**src/design/rwtu_pkg.sv**
```systemverilog
// Package for the register window trap unit: widths, trap type bases, state codes.
// Assumes a single core clock and a synchronous active-high core reset.
package rwtu_pkg;
  localparam int unsigned VSEL_W = 3;             // Width of each vector select subfield
  localparam int unsigned VSEL_NORM_LSB = 0;      // Current-space subfield position
  localparam int unsigned VSEL_OTHER_LSB = 3;     // Foreign-space subfield position
  localparam logic [5:0] VSEL_RESET = 6'h00;      // Vector select reset value
  localparam logic [8:0] TT_SPILL_NORM = 9'h080;  // Spill, current space
  localparam logic [8:0] TT_SPILL_OTHER = 9'h0A0; // Spill, foreign space
  localparam logic [8:0] TT_FILL_NORM = 9'h0C0;   // Fill, current space
  localparam logic [8:0] TT_FILL_OTHER = 9'h0E0;  // Fill, foreign space
  localparam logic [8:0] TT_CLEAN = 9'h024;       // Dirty-window trap type
  localparam logic [8:0] TT_RESET = 9'h000;       // Trap type reset value
  localparam int unsigned VEC_STEP_SHIFT = 2;     // Vectors spaced four types apart
  localparam int unsigned CWP_RESET = 0;          // Window pointer reset value
  // Trap kinds reported with each trap, RWTU_KIND_NONE from reset
  typedef enum logic [1:0] {
    RWTU_KIND_SPILL,
    RWTU_KIND_FILL,
    RWTU_KIND_CLEAN,
    RWTU_KIND_NONE
  } rwtu_kind_t;
  // Unit state
  typedef enum logic [0:0] {
    RWTU_ST_RUN,
    RWTU_ST_HANDLER
  } rwtu_state_t;
endpackage : rwtu_pkg

```
**src/design/rwtu_core.sv**
```systemverilog
// Register window trap unit: detects spill, fill and dirty-window traps,
// picks the vector and moves the window pointer before handler entry.
// Assumes one core clock, synchronous reset; window counts come from core state.
// Function
// RQ1: Save with no free window raises spill
// RQ2: Restore with nothing restorable raises fill
// RQ3: Save with clean minus restorable zero: dirty
// RQ4: Spill wins over dirty-window on save
// RQ5: Vector select: two three-bit subfields
// RQ6: No foreign windows: current subfield picks vector
// RQ7: Foreign windows: foreign family, foreign subfield
// RQ8: Spill types 080-09F current, 0A0-0BF foreign
// RQ9: Window pointer wraps modulo window count
// RQ10: Save spill advances pointer by two
// RQ11: Flush spill advances by free count plus two
// RQ12: Flush windows may raise spill traps
// RQ13: Fill trap decrements pointer by one
// RQ14: Dirty trap increments pointer by one
// RQ15: Retry re-executes the trapped instruction
// RQ16: Subfield low bits index vector within family
module rwtu_core #(
  parameter int unsigned NWIN = 8,  // Implemented register windows
  parameter int unsigned CW = 3     // Window pointer width
) (
  input wire logic i_clk,
  input wire logic i_srst,
  input wire logic i_save,               // Save instruction issues (pulse)
  input wire logic i_restore,            // Restore instruction issues (pulse)
  input wire logic i_flush,              // Flush windows instruction issues (pulse)
  input wire logic i_retry,              // Handler returns via retry (pulse)
  input wire logic [CW-1:0] i_free_save_window_count,
  input wire logic [CW-1:0] i_restorable_window_count,
  input wire logic [CW-1:0] i_clean_window_count,
  input wire logic [CW-1:0] i_foreign_window_count,
  input wire logic i_vsel_we,            // Write the vector select register
  input wire logic [5:0] i_vsel_wdata,   // Value written
  input wire logic i_cwp_we,             // Software write of window pointer
  input wire logic [CW-1:0] i_cwp_wdata,
  output logic [5:0] o_window_trap_vector_select,
  output logic [CW-1:0] o_current_window_pointer,
  output logic o_trap,                   // One-cycle trap entry pulse
  output logic [8:0] o_trap_type,        // Trap type of last trap
  output logic [1:0] o_trap_kind,        // Kind of last trap
  output logic o_in_handler,             // Handler running, issue blocked
  output logic o_replay,                 // One-cycle pulse: re-issue trapped instr
  output logic [1:0] o_replay_op         // 0 save, 1 restore, 2 flush
);
  // Register state
  logic [5:0] vsel_q, vsel_d;
  logic [CW-1:0] cwp_q, cwp_d;
  logic trap_q, trap_d;
  logic [8:0] tt_q, tt_d;
  logic [1:0] kind_q, kind_d;
  rwtu_pkg::rwtu_state_t st_q, st_d;
  logic replay_q, replay_d;
  logic [1:0] op_q, op_d;            // Trapped instruction, kept for retry
  logic in_handler_q, in_handler_d;  // Registered handler flag for the output
  // Condition decode
  logic [CW-1:0] clean_avail;        // Clean windows usable by save
  logic ovf, unf, dirty;
  logic foreign;
  logic [2:0] vec_n;
  logic [CW:0] step;

  // Detection; a flush spills only when occupied windows remain
  always_comb begin
    clean_avail = i_clean_window_count - i_restorable_window_count; // RQ3
    foreign = (i_foreign_window_count != '0);
    ovf = (i_save && i_free_save_window_count == '0) // RQ1
       || (i_flush && (i_restorable_window_count != '0 || foreign)); // RQ12
    unf = i_restore && i_restorable_window_count == '0; // RQ2
    dirty = i_save && !ovf && clean_avail == '0; // RQ3 RQ4
    vec_n = foreign ? vsel_q[rwtu_pkg::VSEL_OTHER_LSB +: rwtu_pkg::VSEL_W] // RQ7
                    : vsel_q[rwtu_pkg::VSEL_NORM_LSB +: rwtu_pkg::VSEL_W]; // RQ6 RQ16
  end

  // Next-state: trap entry, pointer update, retry path
  always_comb begin
    vsel_d = i_vsel_we ? i_vsel_wdata : vsel_q; // RQ5
    cwp_d = i_cwp_we ? i_cwp_wdata : cwp_q;
    trap_d = 1'b0;
    tt_d = tt_q;
    kind_d = kind_q;
    st_d = st_q;
    replay_d = 1'b0;
    op_d = op_q;
    step = '0;
    case (st_q)
      rwtu_pkg::RWTU_ST_RUN: begin
        if (ovf) begin
          // Save has zero free windows, so one formula covers both causes
          step = (CW+1)'(i_flush ? i_free_save_window_count : '0) + (CW+1)'(2); // RQ10 RQ11
          // Sum in int: pointer plus free count plus two can pass the pointer width
          cwp_d = CW'((int'(cwp_q) + int'(step)) % int'(NWIN)); // RQ9
          tt_d = (foreign ? rwtu_pkg::TT_SPILL_OTHER : rwtu_pkg::TT_SPILL_NORM)
               | (9'(vec_n) << rwtu_pkg::VEC_STEP_SHIFT); // RQ8
          kind_d = rwtu_pkg::RWTU_KIND_SPILL;
          op_d = i_flush ? 2'h2 : 2'h0;
          trap_d = 1'b1;
          st_d = rwtu_pkg::RWTU_ST_HANDLER;
        end else if (unf) begin
          cwp_d = (cwp_q == '0) ? CW'(NWIN - 1) : cwp_q - CW'(1); // RQ13 RQ9
          tt_d = (foreign ? rwtu_pkg::TT_FILL_OTHER : rwtu_pkg::TT_FILL_NORM)
               | (9'(vec_n) << rwtu_pkg::VEC_STEP_SHIFT); // RQ6 RQ7
          kind_d = rwtu_pkg::RWTU_KIND_FILL;
          op_d = 2'h1;
          trap_d = 1'b1;
          st_d = rwtu_pkg::RWTU_ST_HANDLER;
        end else if (dirty) begin
          cwp_d = (cwp_q == CW'(NWIN - 1)) ? '0 : cwp_q + CW'(1); // RQ14 RQ9
          tt_d = rwtu_pkg::TT_CLEAN;
          kind_d = rwtu_pkg::RWTU_KIND_CLEAN;
          op_d = 2'h0;
          trap_d = 1'b1;
          st_d = rwtu_pkg::RWTU_ST_HANDLER;
        end
      end
      rwtu_pkg::RWTU_ST_HANDLER: begin
        // Retry re-issues the same instruction against updated state
        if (i_retry) begin
          replay_d = 1'b1; // RQ15
          st_d = rwtu_pkg::RWTU_ST_RUN;
        end
      end
      default: st_d = rwtu_pkg::RWTU_ST_RUN;
    endcase
    // Flag follows the next state so the port needs no decode gate
    in_handler_d = (st_d == rwtu_pkg::RWTU_ST_HANDLER);
  end

  // Registers
  always_ff @(posedge i_clk) begin
    if (i_srst) begin
      vsel_q <= rwtu_pkg::VSEL_RESET;
      cwp_q <= CW'(rwtu_pkg::CWP_RESET);
      trap_q <= 1'b0;
      tt_q <= rwtu_pkg::TT_RESET;
      kind_q <= 2'(rwtu_pkg::RWTU_KIND_NONE);
      st_q <= rwtu_pkg::RWTU_ST_RUN;
      replay_q <= 1'b0;
      op_q <= 2'h0;
      in_handler_q <= 1'b0;
    end else begin
      vsel_q <= vsel_d;
      cwp_q <= cwp_d;
      trap_q <= trap_d;
      tt_q <= tt_d;
      kind_q <= kind_d;
      st_q <= st_d;
      replay_q <= replay_d;
      op_q <= op_d;
      in_handler_q <= in_handler_d;
    end
  end

  // Every port is driven straight from a flip-flop
  assign o_window_trap_vector_select = vsel_q;
  assign o_current_window_pointer = cwp_q;
  assign o_trap = trap_q;
  assign o_trap_type = tt_q;
  assign o_trap_kind = kind_q;
  assign o_in_handler = in_handler_q;
  assign o_replay = replay_q;
  assign o_replay_op = op_q;

  // Checks
  spill_save_a: assert property (@(posedge i_clk) disable iff (i_srst) // RQ1
    st_q == rwtu_pkg::RWTU_ST_RUN && i_save && i_free_save_window_count == '0
    |=> o_trap && o_trap_kind == 2'(rwtu_pkg::RWTU_KIND_SPILL)) else $error("save overflow missed");
  fill_restore_a: assert property (@(posedge i_clk) disable iff (i_srst) // RQ2
    st_q == rwtu_pkg::RWTU_ST_RUN && i_restore && !i_save && !i_flush && i_restorable_window_count == '0
    |=> o_trap && o_trap_kind == 2'(rwtu_pkg::RWTU_KIND_FILL)) else $error("restore underflow missed");
  dirty_only_a: assert property (@(posedge i_clk) disable iff (i_srst) // RQ4
    st_q == rwtu_pkg::RWTU_ST_RUN && i_save && i_free_save_window_count == '0
    |=> o_trap_type != rwtu_pkg::TT_CLEAN) else $error("dirty raised with overflow");
  spill_range_a: assert property (@(posedge i_clk) disable iff (i_srst) // RQ8
    o_trap && o_trap_kind == 2'(rwtu_pkg::RWTU_KIND_SPILL)
    |-> o_trap_type >= 9'h080 && o_trap_type <= 9'h0BF) else $error("spill type out of range");
  spill_cwp_a: assert property (@(posedge i_clk) disable iff (i_srst) // RQ10
    st_q == rwtu_pkg::RWTU_ST_RUN && i_save && !i_flush && !i_cwp_we && i_free_save_window_count == '0
    |=> o_current_window_pointer == CW'(({1'b0, $past(cwp_q)} + 2) % NWIN)) else $error("spill pointer wrong");
  fill_cwp_a: assert property (@(posedge i_clk) disable iff (i_srst) // RQ13
    o_trap && o_trap_kind == 2'(rwtu_pkg::RWTU_KIND_FILL)
    |-> o_current_window_pointer == CW'(($past(cwp_q) + NWIN - 1) % NWIN)) else $error("fill pointer wrong");
  clean_cwp_a: assert property (@(posedge i_clk) disable iff (i_srst) // RQ14
    o_trap && o_trap_kind == 2'(rwtu_pkg::RWTU_KIND_CLEAN)
    |-> o_current_window_pointer == CW'(($past(cwp_q) + 1) % NWIN)) else $error("clean pointer wrong");
  retry_path_a: assert property (@(posedge i_clk) disable iff (i_srst) // RQ15
    o_in_handler && i_retry |=> o_replay && !o_in_handler) else $error("retry not replayed");
  // Compared in int: the window count cast to pointer width would wrap to zero
  cwp_wrap_a: assert property (@(posedge i_clk) disable iff (i_srst) // RQ9
    int'(o_current_window_pointer) < int'(NWIN)) else $error("pointer past window count");

  // Dirty-window and flush entry, foreign spill type
  dirty_save_a: assert property (@(posedge i_clk) disable iff (i_srst) // RQ3
    st_q == rwtu_pkg::RWTU_ST_RUN && i_save && i_free_save_window_count != '0
    && CW'(i_clean_window_count - i_restorable_window_count) == '0
    |=> o_trap && o_trap_kind == 2'(rwtu_pkg::RWTU_KIND_CLEAN)) else $error("dirty window missed");
  flush_spill_a: assert property (@(posedge i_clk) disable iff (i_srst) // RQ12
    st_q == rwtu_pkg::RWTU_ST_RUN && i_flush && i_restorable_window_count != '0
    |=> o_trap && o_trap_kind == 2'(rwtu_pkg::RWTU_KIND_SPILL)) else $error("flush spill missed");
  flush_cwp_a: assert property (@(posedge i_clk) disable iff (i_srst) // RQ11
    st_q == rwtu_pkg::RWTU_ST_RUN && i_flush && i_restorable_window_count != '0
    |=> int'(o_current_window_pointer)
        == (int'($past(cwp_q)) + int'($past(i_free_save_window_count)) + 2) % int'(NWIN)) else $error("flush pointer wrong");
  spill_other_a: assert property (@(posedge i_clk) disable iff (i_srst) // RQ8
    o_trap && o_trap_kind == 2'(rwtu_pkg::RWTU_KIND_SPILL) && $past(i_foreign_window_count) != '0
    |-> o_trap_type >= rwtu_pkg::TT_SPILL_OTHER && o_trap_type <= 9'h0BF) else $error("foreign spill type wrong");

  // Vector index within the chosen family, against the subfield held at issue
  normal_vec_a: assert property (@(posedge i_clk) disable iff (i_srst) // RQ6 RQ16
    o_trap && o_trap_kind != 2'(rwtu_pkg::RWTU_KIND_CLEAN) && $past(i_foreign_window_count) == '0
    |-> ((o_trap_type >> rwtu_pkg::VEC_STEP_SHIFT) & 9'h007)
        == 9'(($past(vsel_q) >> rwtu_pkg::VSEL_NORM_LSB) & 6'h07)) else $error("current vector wrong");
  foreign_vec_a: assert property (@(posedge i_clk) disable iff (i_srst) // RQ7 RQ16
    o_trap && o_trap_kind != 2'(rwtu_pkg::RWTU_KIND_CLEAN) && $past(i_foreign_window_count) != '0
    |-> ((o_trap_type >> rwtu_pkg::VEC_STEP_SHIFT) & 9'h007)
        == 9'(($past(vsel_q) >> rwtu_pkg::VSEL_OTHER_LSB) & 6'h07)) else $error("foreign vector wrong");

  // Handler refusal and retry bookkeeping
  handler_block_a: assert property (@(posedge i_clk) disable iff (i_srst) // RQ15
    o_in_handler && (i_save || i_restore || i_flush) |=> !o_trap) else $error("issue taken in handler");
  replay_fill_a: assert property (@(posedge i_clk) disable iff (i_srst) // RQ15
    o_trap && o_trap_kind == 2'(rwtu_pkg::RWTU_KIND_FILL) |-> o_replay_op == 2'h1) else $error("retry op not kept");
endmodule // rwtu_core

```
**config.mk**
```make
export PLATFORM = sky130hd
export DESIGN_NAME = rwtu_core
export DESIGN_NICKNAME = d
export VERILOG_FILES = /design/src/design/rwtu_pkg.sv /design/src/design/rwtu_core.sv
export SDC_FILE = /design/constraint.sdc
export NUM_CORES = 1
export LEC_CHECK = 0
export BUFFER_PORTS_ARGS = -buffer_cell sky130_fd_sc_hd__buf_4
export CELL_PAD_IN_SITES_DETAIL_PLACEMENT = 0
export CELL_PAD_IN_SITES_GLOBAL_PLACEMENT = 1
export CORE_ASPECT_RATIO = 1.2
export CORE_MARGIN = 1
export CORE_UTILIZATION = 30
export DETAILED_ROUTE_END_ITERATION = 16
export PLACE_DENSITY = 0.69
export SLEW_MARGIN = 20
export SYNTH_ARGS = -nofsm -noshare
export SYNTH_HDL_FRONTEND = slang
export SYNTH_SLANG_ARGS = --single-unit
export TNS_END_PERCENT = 100
```
**constraint.sdc**
```tcl
create_clock -name i_clk -period 2.5 [get_ports i_clk]
set_clock_uncertainty 0.1 [all_clocks]
set_input_delay 0.375 -clock i_clk [delete_from_list [all_inputs] [get_ports i_clk]]
set_output_delay 0.375 -clock i_clk [all_outputs]
set_load 0.01 [all_outputs]
```
# Yosys cells after proc, flatten, opt, wreduce, memory -nomap -nowiden
# Cells that the tools add are included.
# classes
bitwise,3
add_sub_neg,5
eq_ne,1
n_mux,27
n_reduce_logical,18
# op_table
op,count
$mux 3,9
$mux 9,3
$or 8x5->8,2
$mux 2,7
$logic_not 3->1,4
$mux 6,2
$reduce_bool 3->1,3
$logic_and 1x1->1,5
$mux 1,5
$reduce_or 2->1,2
$add 3x1->3 const B,1
$add 3x2->3 const B,1
$add 3x3->3,1
$eq 3x3->1 const B,1
$sub 3x1->3 const B,1
$sub 3x3->3,1
$logic_or 1x1->1,2
$pmux 1 s2,1
$reduce_and 2->1,1
$logic_not 1->1,1
$not 1->1,1
# word_totals
regBits,25
wordCells,62
out_inout_bits,25

# Depth between registers and ports, before layout
# Gate-level depths: netlist (run 1).
# depth
ltp_word,11
ltp_mapped,8
mapped_depth_nobuf,8

# Least setup slack after synthesis (run 1)
# No wires, ideal clock.
# synth_path
kind,input -> register
startpoint,input i_foreign_window_count[2]
endpoint,register cwp_q[0] (netlist: o_current_window_pointer[0])
t_arrival_ns,1.744
slack_ns,0.577
stages,6
path_buffers,1
path_cell_list,or3_4 > buf_6 > o21ai_4 > nand2_4 > or4_4 > o211ai_1
# synth_via
elab_chain_len,11
# synth_lines
item,line_no,text
"start, declared",rwtu_core.sv:34,"input wire logic [CW-1:0] i_foreign_window_count,"
$reduce_bool 3->1 (*),rwtu_core.sv:68,foreign = (i_foreign_window_count != '0);
$logic_or 1x1->1 (*),rwtu_core.sv:70,|| (i_flush && (i_restorable_window_count != '0 || foreign));
$logic_and 1x1->1 (*),rwtu_core.sv:70,
$logic_or 1x1->1 (*),rwtu_core.sv:70,
$logic_not 1->1,rwtu_core.sv:72,dirty = i_save && !ovf && clean_avail == '0;
$logic_and 1x1->1 (2 in a row),rwtu_core.sv:72,
$mux 3,rwtu_core.sv:109,end else if (dirty) begin
$mux 3,rwtu_core.sv:101,end else if (unf) begin
$mux 3 (*),rwtu_core.sv:90,if (ovf) begin
$mux 3 (*),rwtu_core.sv:88,case (st_q)
"end signal, assigned",rwtu_core.sv:135,cwp_q <= CW'(rwtu_pkg::CWP_RESET);
"end signal, assigned",rwtu_core.sv:145,cwp_q <= cwp_d;
"end, declared",rwtu_core.sv:50,"logic [CW-1:0] cwp_q, cwp_d;"
# Mark *: on every way between the ends. The rest lies on a longest branch, timed or not.
# A chain may end at the register's enable or synchronous reset.

# Worst setup path after layout (run 1)
# layout_path
startpoint,register cwp_q[1] (netlist: o_current_window_pointer[1])
endpoint,register cwp_q[2] (netlist: o_current_window_pointer[2])
# layout_via
elab_chain_len,6
elab_cells_between_ends,11
classes_between,add/sub: 3; eq/ne: 1; mux: 6; reduce/logical: 1
# layout_lines
item,line_no,text
$add 3x1->3 / $eq 3x3->1 (equally long branches),rwtu_core.sv:110,cwp_d = (cwp_q == CW'(NWIN - 1)) ? '0 : cwp_q + CW'(1);
$mux 3,rwtu_core.sv:110,
$mux 3,rwtu_core.sv:109,
$mux 3,rwtu_core.sv:101,
$mux 3 (*),rwtu_core.sv:90,
$mux 3 (*),rwtu_core.sv:88,
# Marks and branches as above.

==> results.yml, run 1 <==
outcome:
  outcome: "completed"
die:
  start_util_pct: 32.03
  die_height_um: 73.63
  die_x_um: 61.69
  core-area_um2: 4004
  top_level_ports: 54
  num_rows: 25
  dieArea_um2: 4542
clock_tree:
  cts_buffers: 3
  clock_latency_ns: 0.26
  ctsHoldBuffers: 0
  ctsResizeCount: 0
  cts_tree: "done"
  clk_path_buf_depth: 2
  cts_sinks: 21
  post_cts_buffers: 0
  cts-htree-levels: 1
  path_clk_slew_ns: 0.09
  root_buffer: "clkbuf_8"
cells_and_area:
  post-route-util_pct: 43.38
  drive_gt1_share_pct: 32.32
  area_growth_pct: 35.41
  diodes: 0
  fillers: 447
  nNetsFinal: 237
  ff_latch_area_um2: 420.4
  layout_common_cells: "buf_4, dfxtp_1, nand2_1"
  post-route-cell-area_um2: 1737
  multi_input_area_um2: 775.7
  final_common_cell: "buf_4"
synthesis:
  ys_seq_area_share_pct: 32.78
  synth_compound_gate_area_share_pct: 14.24
  synth.avg_cell_area_um2: 8.550
  synth_top_family_by_area: "simple AND/OR/NAND/NOR gates"
  synthMuxAreaShare_pct: 10.34
  synth_edf_count: 0
  yosys.area_share.adder_pct: 8.780
  synth_xor_xnor_area_share_pct: 3.415
  postSynthCellCount: 150
  yosys.area_share.simple_pct: 22.83
  yosys_most_used_dff: "dfxtp_1"
  syn_area_um2: 1282
  yosysUniqueCellTypes: 40
  ys.warnings.count: 0
  async_reset_ff_share_pct: 0
  ys_seq_elements: 21
detailed_routing:
  drtIter0Drc: 34
  routed_wl_um: 3172
  final_antenna_net_count: 0
  dr.pass1.iters: 4
  vias: 1225
  vias_per_cell: 4.861
  wl_per_cell_um: 12.59
  remaining_drc_errors: 0
global_route:
  track_usage_pct: 14.59
  first_global_vias: 1188
  grt_antenna_before_repair: 0
  grt_overflow: 0
  grt_start_max_net_pins: 18
  grt_pass1_wl_um: 5037
place:
  gp_routability_congestion: 0.8124
  port_buffers: 50
  place_hpwl_um: 2597
  placed_area_um2: 1688
  place_ws_ns: 0.3982
worst_setup_path:
  cpMaxStageDelayCell: "dfxtp_1"
  critical_path_buf_inv_count: 2
  worst_ep_required_time_ns: 2.54
  cp_max_fo: 4
  path_class: "reg2reg"
  max_stage_delay_ns: 0.38
  crit_chain: "inv_1 > ha_1 > inv_1 > ha_1 > xnor2_1 > xnor2_1 > a31oi_1 > o211ai_1"
  arrival_ns: 1.90
  startpoint_type: "flop"
  critPathCaptureType: "flop"
  cp_top_family: "adder cells"
power:
  p_clk_share_pct: 25.6
  seq_power_share_pct: 44.4
  swShare_pct: 30.91
  power_uw: 886.6
  p_per_area_nw_per_um2: 510.5
  vdd_ir_drop_max_uv: 311.1
  combinationalPowerShare_pct: 30.1
  power.leakage_uw: 0.0008076
  p_sw_uw: 274.1
  p_int_uw: 612.5
sta:
  grt_setup_unrepaired: "no"
  slew_viol_final: 0
  fin_crit_ns: 1.856
  max_freq_mhz: 538.9
  tightest_slew_ns: 0.5520
  finalSetupViolCount: 0
  finalCritPeriodShare_pct: 74.23
  hold_viol_final: 0
  setup_ws_ns: 0.6442
  slew_headroom_pct: 62.73
  fin_tns_setup_ns: 0
min_path:
  hp-class: "in2reg"
job:
  max_cap_viol_count: 0
==> worst reg2reg max path, delay by kind of cell (launching register included) <==
family / cells / cell delay, ns
adder cells (fa/ha/maj): 2 / 0.48
flip-flops: 1 / 0.38
AO/OA/AOI/OAI: 2 / 0.36
XOR/XNOR: 2 / 0.27
buffers and inverters: 2 / 0.14
==> registers in the layout, summed over array words and instances (netlist names) <==
name and cells:
o_window_trap_vector_select 6, o_trap_type 5, o_current_window_pointer 3, o_replay_op 2
o_trap_kind 2, o_in_handler 1, o_replay 1, o_trap 1
==> path summary, 6_finish.rpt <==
| path | slack [ns] | end | startpoint | cells past startpoint |
|---|---|---|---|---|
| hold / removal | 0.24 | o_window_trap_vector_select[2]$_SDFFE_PP0P_ | i_vsel_wdata[2] | 3 |
| setup / recovery | 0.64 | o_current_window_pointer[2]$_SDFF_PP0_ | o_current_window_pointer[1]$_SDFF_PP0_ | 8 |
| hold reg to reg | 0.37 | o_replay_op[1]$_SDFFE_PP0P_ | o_replay_op[1]$_SDFFE_PP0P_ | 2 |
| setup reg to reg | 0.64 | o_current_window_pointer[2]$_SDFF_PP0_ | o_current_window_pointer[1]$_SDFF_PP0_ | 8 |
==> power groups by stage <==
| stage | Combinational [uW] | Clock [uW] | Sequential (uW) |
|---|---|---|---|
| 2_1_floorplan | 148 | 0 | 406 |
| 5_1_grt | 298 | 249 | 399 |
| 3_3_place_gp | 264 | 0 | 401 |
| 4_1_cts | 269 | 235 | 394 |
| 3_5_place_dp | 268 | 0 | 402 |
| 6_report | 267 | 227 | 394 |
==> area by class of cell <==
type | instances | area share [%]
clock buffers | 3 | 2.378
clock inverters | 1 | 0.4323
inverters | 9 | 1.945
multi-input cells | 112 | 44.67
flip-flops and latches | 21 | 24.21
well taps | 54 | 3.890
repair buffers | 52 | 22.48
==> metal layers <==
metal  wire length [um]  GRT usage [%]  part of all wire, %
met1               1259          16.45                   40
met2               1746          28.08                   55
met3                159          2.465                  5.0
met4                  7          2.222                 0.22
met5                  0              0                    0
==> Yosys cell counts (2+ instances only) <==
master	instances	area, um2
dfxtp_1	21	420.4
buf_4	4	30.03
nand2b_1	2	12.51
nand2_1	20	75.07
a211oi_1	2	15.01
and3_1	2	12.51
a221oi_1	2	17.52
nor2b_1	2	12.51
and2_1	2	12.51
o211ai_1	2	15.01
o21ai_0	4	20.02
xnor2_1	3	26.28
xor2_1	2	17.52
mux2i_1	11	110.1
mux2_2	2	22.52
a31oi_1	2	12.51
inv_1	9	33.78
nor3_1	2	10.01
nand3b_1	2	15.01
ha_1	9	112.6
clkbuf_1	5	18.77
nand3_1	4	20.02
a21oi_1	7	35.03
nor2_1	13	48.80
==> metrics by stage <==
step | std cells | hold WS, ns
finish | 252 | 0.2436
global route | 252 | 0.2491
CTS | 252 | 0.2435
detailed placement | 248 | 0.3723
global placement | 248 | 0.3533
floorplan | 152 | 0.3828
==> cells by family after synthesis <==
logic type      count (synthesis)
simple gates                   56
flops                          21
xor+xnor                        5
compound gates                 26
mux                            13
buf+inv                        19
other cells                     1
fa+ha+maj                       9
Note: power is estimated with default switching activity, not from simulation.
==> inputs of run 2 (changes only) <==
--- a/config.mk
+++ b/config.mk
@@ -5,14 +5,15 @@
 export SDC_FILE = /design/constraint.sdc
 export NUM_CORES = 1
 export LEC_CHECK = 0
+export ABC_AREA = 1
 export BUFFER_PORTS_ARGS = -buffer_cell sky130_fd_sc_hd__buf_4
 export CELL_PAD_IN_SITES_DETAIL_PLACEMENT = 0
 export CELL_PAD_IN_SITES_GLOBAL_PLACEMENT = 1
 export CORE_ASPECT_RATIO = 1.2
 export CORE_MARGIN = 1
-export CORE_UTILIZATION = 30
+export CORE_UTILIZATION = 29
 export DETAILED_ROUTE_END_ITERATION = 16
-export PLACE_DENSITY = 0.69
+export PLACE_DENSITY = 0.73
 export SLEW_MARGIN = 20
 export SYNTH_ARGS = -nofsm -noshare
 export SYNTH_HDL_FRONTEND = slang
==> constraint.sdc (replaced) <==
create_clock -name i_clk -period 1.7 [get_ports i_clk]
set_clock_uncertainty 0.1 [all_clocks]
set_input_delay 0.255 -clock i_clk [delete_from_list [all_inputs] [get_ports i_clk]]
set_output_delay 0.255 -clock i_clk [all_outputs]
set_load 0.01 [all_outputs]
==> results.yml, run 2 <==
place:
  place_hpwl_um: 2577
  gp_routability_congestion: 0.7406
  placed_cells: 312
  placed_area_um2: 1821
  port_buffers: 50
worst_setup_path:
  path_class: "reg2reg"
  max_stage_delay_ns: 0.34
  reg2reg_slack_ns: 0.03
  cpMaxStageDelayCell: "dfxtp_2"
  ff2ff_path_depth: 13
  cp_max_fo: 2
  cp.depth: 13
  critPathCaptureType: "flop"
  r2r-end: "o_current_window_pointer[2]$_SDFF_PP0_"
  worst_ep_required_time_ns: 1.82
  crit_chain: "inv_2 > ha_4 > inv_2 > ha_4 > nand3b_1 > nand2_1 > xor2_1 > nand2_1 > nand2_1 > inv_1 > nand2_1 > nand2_1 > nand2_1"
  startpoint: "o_current_window_pointer[1]$_SDFF_PP0_"
  arrival_ns: 1.79
  critPathCapture: "o_current_window_pointer[2]$_SDFF_PP0_"
  crit_top_cell: "nand2_1"
  startpoint_type: "flop"
  r2r-start: "o_current_window_pointer[1]$_SDFF_PP0_"
  cp_top_family: "simple AND/OR/NAND/NOR gates"
  critical_path_buf_inv_count: 3
cells_and_area:
  fillers: 504
  largest_reg_flops: 6
  area_growth_pct: 40.39
  diodes: 0
  layout_common_cells: "nand2_1, buf_4, nor2_1"
  drive_gt1_share_pct: 31.54
  nNetsFinal: 299
  multi_input_area_um2: 809.5
  ff_latch_area_um2: 421.7
  fin_cells: 316
  final_common_cell: "nand2_1"
  post-route-cell-area_um2: 1892
sta:
  fin_crit_ns: 1.669
  finalCritPeriodShare_pct: 98.17
  whs_ns: 0.06122
  hold_viol_final: 0
  grt_setup_unrepaired: "yes"
  slew_viol_final: 0
  fin_tns_setup_ns: 0
  max_freq_mhz: 599.2
  finalSetupViolCount: 0
die:
  num_rows: 26
  start_util_pct: 30.91
  top_level_ports: 54
  die_x_um: 64.23
  core-area_um2: 4359
  die_height_um: 76.67
  dieArea_um2: 4924
synthesis:
  ys.warnings.count: 0
  yosysMostFrequentCell: "nand2_1"
  syn_area_um2: 1348
  synth_common_cells: "nand2_1, inv_1, nor2_1"
  async_reset_ff_share_pct: 0
  netlist.area_leader.share_pct: 31.20
  ys_seq_elements: 21
  yosysTopAreaCell: "dfxtp_1"
  synth.avg_cell_area_um2: 6.671
  yosysUniqueCellTypes: 26
  yosys_most_used_dff: "dfxtp_1"
  synth_edf_count: 0
  synth_top_cells_by_area: "dfxtp_1, nand2_1, ha_1"
  postSynthCellCount: 202
  ys_seq_area_share_pct: 31.20
global_route:
  grt_antenna_before_repair: 0
  grt_overflow: 0
  grt_pass1_wl_um: 5651
  first_global_vias: 1360
  track_usage_pct: 14.32
  grt_start_max_net_pins: 14
min_path:
  holdPathStages: 2
  hp-class: "in2reg"
power:
  power_uw: 1377
  power.leakage_uw: 0.001005
  p_per_area_nw_per_um2: 727.7
  vdd_ir_drop_max_uv: 449.1
detailed_routing:
  remaining_drc_errors: 0
  dr.pass1.iters: 4
  final_antenna_net_count: 0
  vias: 1381
  vias_per_cell: 4.370
  wl_per_cell_um: 10.45
  drtIter0Drc: 49
  routed_wl_um: 3303
clock_tree:
  clk_path_buf_depth: 2
  cts_buffers: 3
  clock_latency_ns: 0.27
  path_clk_slew_ns: 0.09
  root_buffer: "clkbuf_8"
  cts_sinks: 21
  cts-htree-levels: 1
  ctsHoldBuffers: 0
  cts_tree: "done"
outcome:
  outcome: "completed"
job:
  max_cap_viol_count: 0
-- run 2: per-layer routing --
layer  wire length [um]  global-route usage [%]  share of wire, %
met3                217                   2.976               6.6
met2               1559                   24.47                47
met1               1456                   16.85                44
met5                  0                       0                 0
met4                 69                   6.667               2.1
-- run 2: worst register-to-register path, delay by kind of cell (launching register included) --
family        cells  cell delay [ns]
fa+ha+maj         2             0.40
simple gates      7             0.51
buf+inv           3             0.13
xor+xnor          1             0.15
flops             1             0.34
-- run 2: worst min-delay path by stage --
stage                       start                           to  slack [ns]
after floorplan            i_srst  o_replay_op[0]$_SDFFE_PP0P_        0.22
after global placement    i_retry      o_in_handler$_SDFF_PP0_        0.35
after detailed placement  i_retry      o_in_handler$_SDFF_PP0_        0.35
after CTS                 i_retry      o_in_handler$_SDFF_PP0_        0.06
after global routing      i_retry      o_in_handler$_SDFF_PP0_        0.07
final                     i_retry      o_in_handler$_SDFF_PP0_        0.06
-- run 2: cell families (layout without fill, tap and decap cells) --
kind of cell / after synthesis / after routing / synth area share (%)
buffers and inverters: 36 / 92 / 11.14
adders and majority gates: 9 / 9 / 8.357
xor gates and xnor gates: 2 / 2 / 1.300
other: 1 / 3 / 0.2783
and+or+nand+nor: 108 / 108 / 37.60
AOI/OAI and AO/OA: 25 / 25 / 10.12
DFF: 21 / 21 / 31.20
-- run 2: through the flow --
step	worst slack [ns]	util, %
floorplan	0.02697	-
global placement	0.001436	41.76
detailed placement	-0.02208	41.76
CTS	0.005260	42.88
global route	-0.1106	43.40
finish	0.03118	43.40
-- run 2: area by class of cell --
| class | instances | area share (%) |
|---|---|---|
| multi-input combinational | 147 | 42.79 |
| timing repair buffer | 57 | 22.62 |
| clock buffer | 3 | 2.183 |
| sequential | 21 | 22.29 |
| tap | 56 | 3.704 |
| clock inverter | 1 | 0.2646 |
| inverter | 31 | 6.151 |
-- run 2: power by group --
part | leakage, uW | switching (uW) | internal (uW) | total (uW)
combinational | 0.000806 | 245 | 221 | 466
clock | 0.0000255 | 175 | 164 | 338
sequential | 0.000174 | 34.4 | 538 | 572
-- run 2: timing repair --
item / 4_1_cts / 5_1_grt
gates resized for setup: 2 / 3
hold endpoints to repair: 0 / 0
pin swaps: 1 / 5
buffers inserted: 0 / 0
endpoints found under the setup margin: 1 / 1
==> inputs of run 3 (changes only) <==
--- a/config.mk
+++ b/config.mk
@@ -5,15 +5,14 @@
 export SDC_FILE = /design/constraint.sdc
 export NUM_CORES = 1
 export LEC_CHECK = 0
-export ABC_AREA = 1
 export BUFFER_PORTS_ARGS = -buffer_cell sky130_fd_sc_hd__buf_4
 export CELL_PAD_IN_SITES_DETAIL_PLACEMENT = 0
 export CELL_PAD_IN_SITES_GLOBAL_PLACEMENT = 1
 export CORE_ASPECT_RATIO = 1.2
 export CORE_MARGIN = 1
-export CORE_UTILIZATION = 29
+export CORE_UTILIZATION = 30
 export DETAILED_ROUTE_END_ITERATION = 16
-export PLACE_DENSITY = 0.73
+export PLACE_DENSITY = 0.72
 export SLEW_MARGIN = 20
 export SYNTH_ARGS = -nofsm -noshare
 export SYNTH_HDL_FRONTEND = slang
==> results.yml, run 3 (synthesis results as in run 1) <==
clock_tree:
  root_buffer: "clkbuf_8"
  cts-htree-levels: 1
  ctsHoldBuffers: 0
  clk_path_buf_depth: 2
  clock_latency_ns: 0.25
  cts_sinks: 21
  cts_buffers: 3
  cts_tree: "done"
  path_clk_slew_ns: 0.08
power:
  vdd_ir_drop_max_uv: 378.1
  power.leakage_uw: 0.0009026
  p_per_area_nw_per_um2: 716.4
  power_uw: 1374
cells_and_area:
  drive_gt1_share_pct: 41.94
  post-route-cell-area_um2: 1918
  layout_common_cells: "buf_4, nand2_1, dfxtp_1"
  diodes: 0
  final_common_cell: "buf_4"
  largest_reg_flops: 6
  fillers: 423
  ff_latch_area_um2: 422.9
  multi_input_area_um2: 815.8
  fin_cells: 271
  area_growth_pct: 49.56
  post-route-util_pct: 47.91
  nNetsFinal: 256
sta:
  finalSetupViolCount: 0
  grt_setup_unrepaired: "yes"
  max_freq_mhz: 615.0
  finalCritPeriodShare_pct: 95.65
  fin_crit_ns: 1.626
  slew_viol_final: 0
  hold_viol_final: 0
worst_setup_path:
  path_class: "reg2reg"
  max_stage_delay_ns: 0.34
  critical_path_buf_inv_count: 2
  startpoint_type: "flop"
  reg2reg_slack_ns: 0.07
  cpMaxStageDelayCell: "dfxtp_2"
  critPathCaptureType: "flop"
  arrival_ns: 1.66
  r2r-end: "o_current_window_pointer[2]$_SDFF_PP0_"
  ff2ff_path_depth: 8
  crit_chain: "inv_2 > ha_4 > inv_2 > ha_4 > xnor2_2 > xnor2_1 > a31oi_1 > o211ai_1"
  cp_max_fo: 2
  cp_top_family: "adder cells"
  worst_ep_required_time_ns: 1.73
  r2r-start: "o_current_window_pointer[1]$_SDFF_PP0_"
global_route:
  grt_overflow: 0
  first_global_vias: 1271
  track_usage_pct: 15.22
  grt_pass1_wl_um: 5257
  grt_antenna_before_repair: 0
  grt_start_max_net_pins: 18
min_path:
  worstHoldEndpoint: "o_window_trap_vector_select[1]$_SDFFE_PP0P_"
  holdPathStages: 3
  worstHoldStart: "i_vsel_wdata[1]"
  hp-class: "in2reg"
detailed_routing:
  final_antenna_net_count: 0
  vias: 1240
  vias_per_cell: 4.576
  dr.pass1.iters: 4
  drtIter0Drc: 17
  routed_wl_um: 3293
  wl_per_cell_um: 12.15
  remaining_drc_errors: 0
die:
  dieArea_um2: 4542
  start_util_pct: 32.03
  die_x_um: 61.69
  die_height_um: 73.63
  core-area_um2: 4004
  top_level_ports: 54
  num_rows: 25
place:
  placed_cells: 266
  placed_area_um2: 1823
  gp_routability_congestion: 0.8074
  place_hpwl_um: 2697
  port_buffers: 50
job:
  max_cap_viol_count: 0
outcome:
  outcome: "completed"
## run 3: cell count changes in the layout (fill, tap and decap cells not counted), sizes merged, moves of 11 or more
| cell | before | now |
|---|---|---|
| nand2 | 64 | 21 |
| inv | 31 | 9 |
| nor2 | 28 | 13 |
| buf | 57 | 71 |
| mux2i | 0 | 11 |
| o21ai | 16 | 5 |
## run 3: what timing repair did
action	CTS	global route
pin swaps	1	8
setup endpoints to repair	1	1
gates resized for setup	0	10
setup buffers	0	1
endpoints found under the hold margin	0	0
## run 3: area by class of cell
class,instances,area share (%)
multi-input cells,112,42.53
repair buffers,71,27.79
flip-flops and latches,21,22.05
well taps,54,3.523
clock buffers,4,2.348
inverters,9,1.761
## run 3: worst max-delay path by stage
stage | start | to | slack (ns) | cells after the start
floorplan | i_foreign_window_count[2] | o_current_window_pointer[0]$_SDFF_PP0_ | -0.07 | 6
global placement | i_restorable_window_count[1] | o_current_window_pointer[2]$_SDFF_PP0_ | -0.14 | 6
detailed placement | i_restorable_window_count[1] | o_current_window_pointer[0]$_SDFF_PP0_ | -0.19 | 6
CTS | o_current_window_pointer[1]$_SDFF_PP0_ | o_current_window_pointer[2]$_SDFF_PP0_ | 0.02 | 8
global route | o_current_window_pointer[1]$_SDFF_PP0_ | o_current_window_pointer[2]$_SDFF_PP0_ | -0.02 | 8
finish | o_current_window_pointer[1]$_SDFF_PP0_ | o_current_window_pointer[2]$_SDFF_PP0_ | 0.07 | 8
## run 3: routing by layer
metal | track usage, % | part of all wire (%)
met1 | 16.86 | 42
met2 | 29.39 | 53
met3 | 2.641 | 4.4
met4 | 2.716 | 0
met5 | 0 | 0
## run 3: power breakdown
group          internal (uW)  switching [uW]
logic                    261             217
registers                536            39.0
clock network            167             154
total                    964             410
## run 3: stage by stage
step / setup WS, ns / hold slack, ns / setup TNS [ns]
finish: 0.07396 / 0.1318 / 0
floorplan: -0.06692 / 0.3024 / -0.2076
global placement: -0.1401 / 0.3519 / -0.8818
CTS: 0.02292 / 0.1300 / 0
global route: -0.01979 / 0.1405 / -0.01979
detailed placement: -0.1908 / 0.3593 / -1.202
## run 3: worst register-to-register path: stages (launching register included)
cell and delay, ns:
dfxtp_2 0.34, inv_2 0.05, ha_4 0.25, inv_2 0.03, ha_4 0.15, xnor2_2 0.13
xnor2_1 0.14, a31oi_1 0.21, o211ai_1 0.11
